### src/rtl/ccd_pkg.sv
/*
 * Package for the sensor readout timing controller: register map of the
 * controller, mode codes, pattern counts and timing constants.
 * Assumes a single 200 MHz clock domain.
 */
package ccd_pkg;

	// ****************************************
	// Clock and timing
	// ****************************************
	localparam int CLK_PERIOD_PS = 5000;
	localparam int PIXEL_MIN_NS = 50;
	localparam int PIXEL_CYCLES = (PIXEL_MIN_NS * 1000 + CLK_PERIOD_PS - 1) / CLK_PERIOD_PS;
	localparam int TVA_NOM_NS = 1200;
	localparam int TVA_CYCLES = (TVA_NOM_NS * 1000 + CLK_PERIOD_PS - 1) / CLK_PERIOD_PS;
	localparam int TVB_NOM_NS = 1200;
	localparam int TVB_CYCLES = (TVB_NOM_NS * 1000 + CLK_PERIOD_PS - 1) / CLK_PERIOD_PS;
	localparam int SHUT_NOM_NS = 2500;
	localparam int SHUT_CYCLES = (SHUT_NOM_NS * 1000 + CLK_PERIOD_PS - 1) / CLK_PERIOD_PS;
	localparam int PD_XFER_NOM_NS = 3000;
	localparam int PD_XFER_CYCLES = (PD_XFER_NOM_NS * 1000 + CLK_PERIOD_PS - 1) / CLK_PERIOD_PS;
	localparam int CLAMP_CYCLES = 28;
	localparam int STEER_DELAY = 28;
	localparam logic [11:0] THRESHOLD_RESET = 12'h07e;

	// ****************************************
	// Readout counts
	// ****************************************
	localparam logic [11:0] NH_FULL = 12'h90c;
	localparam logic [11:0] NH_HALF = 12'h486;
	localparam logic [11:0] NV_FULL = 12'h860;
	localparam logic [11:0] NV_HALF = 12'h430;

	// ****************************************
	// Controller register map
	// ****************************************
	localparam logic [3:0] REG_CTRL = 4'h0;
	localparam logic [3:0] REG_THRESH = 4'h1;
	localparam logic [3:0] REG_STATUS = 4'h2;
	localparam logic [3:0] REG_ROW = 4'h3;
	localparam int CTRL_START = 0;
	localparam int CTRL_SHUTTER = 1;
	localparam int CTRL_MODE_LO = 2;
	localparam int CTRL_HALT_MULT = 4;
	localparam int CTRL_FLUSH = 5;

	typedef enum logic [1:0] {
		CCD_SINGLE = 2'b00,
		CCD_DUAL_LR = 2'b01,
		CCD_DUAL_TB = 2'b10,
		CCD_QUAD = 2'b11
	} ccd_mode_e;

	typedef enum logic [2:0] {
		CCD_IDLE = 3'b000,
		CCD_SHUT = 3'b001,
		CCD_FRAME = 3'b010,
		CCD_LINE = 3'b011,
		CCD_PIX = 3'b100
	} ccd_state_e;

	// Horizontal register pins of one quadrant
	typedef struct packed {
		logic first_storage;
		logic second_storage;
		logic first_barrier;
		logic second_barrier;
	} ccd_hreg_s;

	// Output and multiplier gates shared by the sensor
	typedef struct packed {
		logic first_output;
		logic second_output;
		logic last_gate;
		logic fg_transfer;
		logic steer_low_gain;
		logic steer_mult;
		logic mult_first_storage;
		logic mult_second_storage;
		logic mult_first_barrier;
		logic mult_second_barrier;
	} ccd_hout_s;

	// Vertical and shutter pins
	typedef struct packed {
		logic [3:0] vphase;
		logic shutter;
		logic clamp;
		logic mult_flush_level;
	} ccd_vert_s;

endpackage : ccd_pkg

### src/rtl/ccd_readout_ctrl.sv
/*
 * Readout sequencer that drives the image sensor's clock phases, shutter
 * and charge-switch steering gates, and steers each pixel but the last two of
 * every row from the front end's digitised floating-gate sample.
 * Assumes front-end samples arrive synchronous to clk, one per pixel.
 */
module ccd_readout_ctrl
	import ccd_pkg::*;
#(
	parameter int FLUSH_PIXELS = 4096
) (
	input wire logic clk,
	input wire logic rst_n,
	input wire logic [3:0] reg_addr,
	input wire logic [31:0] reg_wdata,
	input wire logic reg_wr,
	input wire logic reg_rd,
	output logic [31:0] reg_rdata,
	input wire logic [11:0] fg_sample,
	output ccd_hreg_s hreg_a,
	output ccd_hreg_s hreg_b,
	output ccd_hreg_s hreg_c,
	output ccd_hreg_s hreg_d,
	output ccd_hout_s hout,
	output ccd_vert_s vert,
	output logic sample_strobe
);

	// ****************************************
	// Control registers
	// ****************************************
	ccd_state_e state;
	ccd_mode_e mode;
	logic use_shutter;
	logic halt_mult;
	logic [11:0] threshold;
	logic start_req;
	logic busy;
	logic frame_done;
	logic flushing;
	logic [12:0] flush_cnt;
	logic [11:0] row_cnt;
	logic [11:0] pix_cnt;
	logic [9:0] tcnt;
	logic [1:0] vstep;
	logic [STEER_DELAY-1:0] pipe_valid;
	logic [31:0] next_rdata;

	always_ff @(posedge clk) begin
		if (!rst_n) begin
			mode <= CCD_SINGLE;
			use_shutter <= 1'b0;
			halt_mult <= 1'b0;
			threshold <= THRESHOLD_RESET;
			start_req <= 1'b0;
		end else begin
			if (state != CCD_IDLE)
				start_req <= 1'b0;
			if (reg_wr && reg_addr == REG_CTRL) begin
				start_req <= reg_wdata[CTRL_START] | start_req;
				use_shutter <= reg_wdata[CTRL_SHUTTER];
				mode <= ccd_mode_e'(reg_wdata[CTRL_MODE_LO +: 2]);
				halt_mult <= reg_wdata[CTRL_HALT_MULT];
			end
			if (reg_wr && reg_addr == REG_THRESH)
				threshold <= reg_wdata[11:0];
		end
	end

	always_comb begin
		next_rdata = 32'h0;
		unique case (reg_addr)
			REG_CTRL: next_rdata = {27'h0, halt_mult, mode, use_shutter, start_req};
			REG_THRESH: next_rdata = {20'h0, threshold};
			REG_STATUS: next_rdata = {29'h0, flushing, frame_done, busy};
			REG_ROW: next_rdata = {8'h0, pix_cnt, row_cnt};
			default: next_rdata = 32'h0;
		endcase
	end

	always_ff @(posedge clk) begin
		if (!rst_n)
			reg_rdata <= 32'h0;
		else
			reg_rdata <= reg_rd ? next_rdata : 32'h0;
	end

	// ****************************************
	// Sequencer
	// ****************************************
	logic [11:0] nh;
	logic [11:0] nv;
	logic quad_pat;
	assign quad_pat = (mode == CCD_DUAL_TB) || (mode == CCD_QUAD);
	assign nh = (mode == CCD_SINGLE || mode == CCD_DUAL_TB) ? NH_FULL : NH_HALF;
	assign nv = quad_pat ? NV_HALF : NV_FULL;

	always_ff @(posedge clk) begin
		if (!rst_n) begin
			state <= CCD_IDLE;
			tcnt <= 10'h0;
			vstep <= 2'h0;
			row_cnt <= 12'h0;
			pix_cnt <= 12'h0;
			busy <= 1'b0;
			frame_done <= 1'b0;
		end else begin
			tcnt <= tcnt + 10'h1;
			if (reg_rd && reg_addr == REG_STATUS)
				frame_done <= 1'b0;
			unique case (state)
				CCD_IDLE: begin
					tcnt <= 10'h0;
					vstep <= 2'h0;
					if (start_req && !flushing) begin
						busy <= 1'b1;
						row_cnt <= 12'h0;
						state <= use_shutter ? CCD_SHUT : CCD_FRAME;
					end
				end
				CCD_SHUT: if (tcnt == 10'(SHUT_CYCLES - 1)) begin
					tcnt <= 10'h0;
					state <= CCD_FRAME;
				end
				CCD_FRAME: if (tcnt == 10'(PD_XFER_CYCLES - 1)) begin
					tcnt <= 10'h0;
					vstep <= 2'h0;
					state <= CCD_LINE;
				end
				CCD_LINE: if (tcnt == 10'((vstep[0] ? TVB_CYCLES : TVA_CYCLES) - 1)) begin
					tcnt <= 10'h0;
					vstep <= vstep + 2'h1;
					if (vstep == 2'h3) begin
						pix_cnt <= 12'h0;
						state <= CCD_PIX;
					end
				end
				CCD_PIX: if (tcnt == 10'(PIXEL_CYCLES - 1)) begin
					tcnt <= 10'h0;
					pix_cnt <= pix_cnt + 12'h1;
					if (pix_cnt == nh - 12'h1) begin
						row_cnt <= row_cnt + 12'h1;
						vstep <= 2'h0;
						if (row_cnt == nv - 12'h1) begin
							state <= CCD_IDLE;
							busy <= 1'b0;
							frame_done <= 1'b1;
						end else
							state <= CCD_LINE;
					end
				end
				default: state <= CCD_IDLE;
			endcase
		end
	end

	// ****************************************
	// Multiplier restart flush
	// ****************************************
	// Own pixel tick: the sequencer counter stands still in idle
	logic [9:0] ftick;

	always_ff @(posedge clk) begin
		if (!rst_n) begin
			flushing <= 1'b0;
			flush_cnt <= 13'h0;
			ftick <= 10'h0;
		end else if (halt_mult) begin
			flushing <= 1'b1;
			flush_cnt <= 13'h0;
			ftick <= 10'h0;
		end else if (flushing) begin
			ftick <= (ftick == 10'(PIXEL_CYCLES - 1)) ? 10'h0 : ftick + 10'h1;
			if (ftick == 10'(PIXEL_CYCLES - 1)) begin
				flush_cnt <= flush_cnt + 13'h1;
				if (flush_cnt == 13'(FLUSH_PIXELS - 1))
					flushing <= 1'b0;
			end
		end
	end

	// ****************************************
	// Steering from front-end samples
	// ****************************************
	logic half_phase;
	logic pix_clock;
	logic hstatic;
	logic sample_ok;
	logic to_mult;
	assign half_phase = tcnt < 10'(PIXEL_CYCLES / 2);
	assign hstatic = (state != CCD_PIX);
	assign sample_ok = (state == CCD_PIX) && (tcnt == 10'h0);

	always_ff @(posedge clk) begin
		if (!rst_n)
			pipe_valid <= '0;
		else
			pipe_valid <= {pipe_valid[STEER_DELAY-2:0], sample_ok};
	end

	// Sample aligned with the valid bit leaving the pipe
	assign to_mult = fg_sample <= threshold;
	assign pix_clock = half_phase;

	always_ff @(posedge clk) begin
		if (!rst_n) begin
			hout <= '0;
			sample_strobe <= 1'b0;
		end else begin
			sample_strobe <= sample_ok;
			if (hstatic || (halt_mult && !flushing)) begin
				hout <= '{first_output: 1'b1, second_output: 1'b0, last_gate: 1'b0, fg_transfer: 1'b0,
					steer_low_gain: 1'b0, steer_mult: 1'b0, mult_first_storage: 1'b1,
					mult_second_storage: 1'b0, mult_first_barrier: 1'b1,
					mult_second_barrier: 1'b0};
			end else begin
				hout.first_output <= pix_clock;
				hout.second_output <= !pix_clock;
				hout.last_gate <= !pix_clock;
				hout.fg_transfer <= !pix_clock;
				hout.mult_first_storage <= pix_clock;
				hout.mult_second_storage <= !pix_clock;
				hout.mult_first_barrier <= pix_clock;
				hout.mult_second_barrier <= !pix_clock;
				hout.steer_mult <= pipe_valid[STEER_DELAY-1] && to_mult;
				hout.steer_low_gain <= pipe_valid[STEER_DELAY-1] && !to_mult;
			end
		end
	end

	// ****************************************
	// Horizontal registers per mode
	// ****************************************
	ccd_hreg_s ph;
	ccd_hreg_s idle_h;
	assign ph = hstatic ? '{first_storage: 1'b1, second_storage: 1'b0, first_barrier: 1'b1, second_barrier: 1'b0}
		: '{first_storage: pix_clock, second_storage: !pix_clock,
			first_barrier: pix_clock, second_barrier: !pix_clock};
	assign idle_h = '{first_storage: 1'b1, second_storage: 1'b1, first_barrier: 1'b1, second_barrier: 1'b1};

	always_ff @(posedge clk) begin
		if (!rst_n) begin
			hreg_a <= idle_h;
			hreg_b <= idle_h;
			hreg_c <= idle_h;
			hreg_d <= idle_h;
		end else begin
			hreg_a <= ph;
			hreg_b <= ph;
			if (mode == CCD_SINGLE) begin
				// Swapped barriers run register b toward output a
				hreg_b <= '{first_storage: ph.first_storage, second_storage: ph.second_storage,
					first_barrier: ph.second_barrier, second_barrier: ph.first_barrier};
			end
			if (mode == CCD_QUAD) begin
				hreg_c <= ph;
				hreg_d <= ph;
			end else begin
				hreg_c <= idle_h;
				hreg_d <= idle_h;
			end
		end
	end

	// ****************************************
	// Vertical, shutter and clamp
	// ****************************************
	logic [3:0] vpat;
	always_comb begin
		vpat = 4'h3;
		unique case (vstep)
			2'h0: vpat = quad_pat ? 4'h9 : 4'h3;
			2'h1: vpat = 4'h6;
			2'h2: vpat = 4'hc;
			2'h3: vpat = 4'h9;
		endcase
	end

	always_ff @(posedge clk) begin
		if (!rst_n)
			vert <= '0;
		else begin
			vert.shutter <= (state == CCD_SHUT);
			vert.vphase <= (state == CCD_FRAME) ? 4'hf : ((state == CCD_LINE) ? vpat : 4'h3);
			vert.clamp <= (state == CCD_PIX) && (row_cnt != 12'hfff) && (pix_cnt == 12'h0) &&
				(tcnt < 10'(CLAMP_CYCLES - 1));
			vert.mult_flush_level <= flushing;
		end
	end

endmodule : ccd_readout_ctrl

### config.mk
export PLATFORM = sky130hd
export DESIGN_NAME = ccd_readout_ctrl
export DESIGN_NICKNAME = d
export VERILOG_FILES = /design/src/rtl/ccd_pkg.sv /design/src/rtl/ccd_readout_ctrl.sv
export SDC_FILE = /design/constraint.sdc
export NUM_CORES = 1
export LEC_CHECK = 0
export BUFFER_PORTS_ARGS = -buffer_cell sky130_fd_sc_hd__buf_2
export CORE_ASPECT_RATIO = 2
export CORE_MARGIN = 4
export CORE_UTILIZATION = 50
export CTS_CLUSTER_DIAMETER = 200
export DETAILED_ROUTE_END_ITERATION = 16
export PLACE_DENSITY = 0.78
export SLEW_MARGIN = 20
export SYNTH_ARGS = -nofsm -noshare
export SYNTH_HDL_FRONTEND = slang
export SYNTH_SLANG_ARGS = --single-unit
### constraint.sdc
create_clock -name clk -period 2.8 [get_ports clk]
set_input_delay 0.56 -clock clk [delete_from_list [all_inputs] [get_ports clk]]
set_output_delay 0.56 -clock clk [all_outputs]
set_load 0.05 [all_outputs]
==> out/metrics.cfg <==
[run_status]
status = complete, no violations

[run]
cap_violations = 0

[pwr]
p_leak_nw = 3.17
ir_drop_mv = 0.477
p_total_mw = 5.06
p_per_area_mw_per_mm2 = 663

[grt]
overflow = 0
grt_max_degree = 31
grt_pass1_wl_mm = 22.9
grtUsageTotal_pct = 19.3
grt_antenna_before_repair = 0
grt_pass1_vias = 4808

[synth]
synth-seq-cells = 151
synth_compound_area_share_pct = 7.57
synthMuxAreaShare_pct = 3.17
synthAdderAreaFrac_pct = 4.96
synth-seq-area-share_pct = 46.1
synth_edf_count = 0
synth.most_common_cell = dfxtp_1
syn-cell-area_mm2 = 0.00656
synth_cell_types = 61
yosys.area.top_type = dfxtp_1
synth_cells = 708
synthTopCellsByCount = dfxtp_1 (151), nor2_1 (98), nand2_1 (60), and2_1 (41), xor2_1 (32)
yosys_warnings = 0
synthDominantCellAreaShare_pct = 46.1
yosys.area_share.simple_pct = 25.9
async_flop_share_pct = 0
synth_xor_area_share_pct = 6.68
ys_top_cells_by_area = dfxtp_1 (46%), nor2_1 (5.6%), ha_1 (5.0%), xor2_1 (4.3%), and2_1 (3.9%)
synth-main-ff-cell = dfxtp_1
avgSynthCellArea_um2 = 9.26
synth_top_family_by_area = simple AND/OR/NAND/NOR gates

[critical_path]
cpPeakStageDelay_ns = 0.52
crit_path_end_kind = register
rrSetupSlack_ns = 0.49
worst_ep_required_time_ns = 3.08
crit_arrival_ns = 2.59
cp-start-kind = register
critical_path_class = register to register
crit_buf_inv = 0
path_max_fanout = 10
path_delay_family = simple AND/OR/NAND/NOR gates
worstPathCellList = ha_1 -> or4b_1 -> nor3_1 -> o31ai_1 -> o31ai_4 -> nor2_1
worst_path_max_delay_cell = o31ai_4

[clocking]
cts_sinks = 151
cts_hold_buf = 0
tritoncts.num_buffers = 17
cts_root_buffer = clkbuf_16
clock_latency_ns = 0.42
clk_path_buf_depth = 2
cts_resized = 0
post_cts_buffers = 0
h-tree-depth = 4
tritoncts = yes
path_clk_slew_ns = 0.07

[timing]
skew_ns = 0.0111
setup_viol = 0
maxSlewHeadroom_pct = 50.5
max_freq_ghz = 0.433
setup_tns_ns = 0
period_minus_slack_ns = 2.31
tightest_slew_ns = 0.738
drv_slew = 0
finalHoldViolations = 0
timing.hold.ws_ns = 0.380
period_share_pct = 82.5
rsz0062_at_grt = no

[routing]
firstDrtPassIters = 5
vias_per_cell = 5.40
num_vias = 5130
drcViolationCount = 0
wl_mm = 14.2
drt_iter0_drc = 316
ant_nets = 0
wire_per_inst_um = 14.9

[layout]
area_growth_pct = 16.4
fin_nets = 863
antenna_cells = 0
final_layout_size_suffix_gt1_share_pct = 18.3

[floorplan]
coreArea_mm2 = 0.0129
die_y_um = 170
die-area_mm2 = 0.0151
start_util_pct = 50.8
pin_count = 118
rows = 59
die_width_um = 89.0

[placement]
port_buffers = 89
gp_congestion = 0.899
hpwlAfterDp_mm = 10.3

[min_path]
min_path_type = input pin to register

## flip-flops by register name (all words and copies together), names as in the netlist
name         flops
reg_rdata       24
pix_cnt         12
flush_cnt       13
mode             2
hreg_a           2
row_cnt         12
vstep            2
vert             7
hout             4
use_shutter      1
hreg_b           2
start_req        1
pipe_valid      28
tcnt            10
threshold       12
halt_mult        1
flushing         1
busy             1
state            3
frame_done       1
ftick           10
hreg_d           2
## worst register-to-register path: stages, from the launching register on
cell and delay [ns]:
dfxtp_1 0.42, ha_1 0.28, or4b_1 0.45, nor3_1 0.24, o31ai_1 0.18, o31ai_4 0.52, nor2_1 0.11
## power by group
group / switching [mW] / total, mW / internal [mW] / leakage [nW]
logic: 0.291 / 0.441 / 0.150 / 1.65
clock network: 0.917 / 2.39 / 1.47 / 0.298
registers: 0.0474 / 2.23 / 2.18 / 1.22
total: 1.26 / 5.06 / 3.80 / 3.17
## cells by family (layout without fill, tap and decap cells)
| kind of cell | count (synthesis) | count (layout) |
|---|---|---|
| and+or+nand+nor | 325 | 325 |
| DFF | 151 | 151 |
| buffers and inverters | 72 | 155 |
| AOI/OAI and AO/OA | 66 | 66 |
| xor gates and xnor gates | 50 | 50 |
| adders and majority gates | 26 | 26 |
| muxes | 17 | 17 |
| other | 1 | 8 |
## routing by layer
layer,track usage [%],part of all wire (%),vias to the layer above
li1,-,-,2524
met1,22.2,40,2440
met4,8.10,2.6,0
met3,4.46,4.5,29
met2,33.7,53,137
met5,0,0,-
## area by class of cell
| class | instances | area [µm²] |
|---|---|---|
| fill | 1112 | 5280 |
| multi-input combinational | 492 | 3200 |
| sequential | 151 | 3020 |
| timing repair buffer | 96 | 498 |
| clock buffer | 21 | 460 |
| tap | 152 | 190 |
| clock inverter | 11 | 163 |
| inverter | 27 | 101 |
## stage by stage
stage	setup WS [ns]	instance area, µm²	cells	utilization [%]
2_1_floorplan	0.800	6590	715	-
3_3_place_gp	0.520	7010	918	54.3
3_5_place_dp	0.488	7010	918	54.3
4_1_cts	0.471	7640	950	59.1
5_1_grt	0.312	7640	950	59.1
6_report	0.490	7640	950	59.1
## worst paths after layout
path              cells after the start             to          start
setup / recovery                      6        tcnt[4]        tcnt[0]
setup reg to reg                      6        tcnt[4]        tcnt[0]
hold / removal                        3  threshold[11]  reg_wdata[11]
hold reg to reg                       1  pipe_valid[6]  pipe_valid[5]
## cell usage in the layout, fill, tap and decap left out, types with 4 or more instances in the layout
cell / count
buf_2: 89
nor3_1: 17
o21ai_0: 8
conb_1: 8
nand3_1: 25
buf_4: 7
and3_1: 10
nor2_1: 98
clkbuf_16: 17
and4_1: 6
o211ai_1: 6
inv_1: 26
nor2b_1: 13
nand2_1: 60
xnor2_1: 18
nand4_1: 22
a21oi_1: 22
a21o_1: 4
nor4bb_1: 4
ha_1: 26
dfxtp_1: 151
xor2_1: 32
nand2b_1: 4
and2_1: 41
mux2i_1: 14
Note: power is estimated with default switching activity, not from simulation.
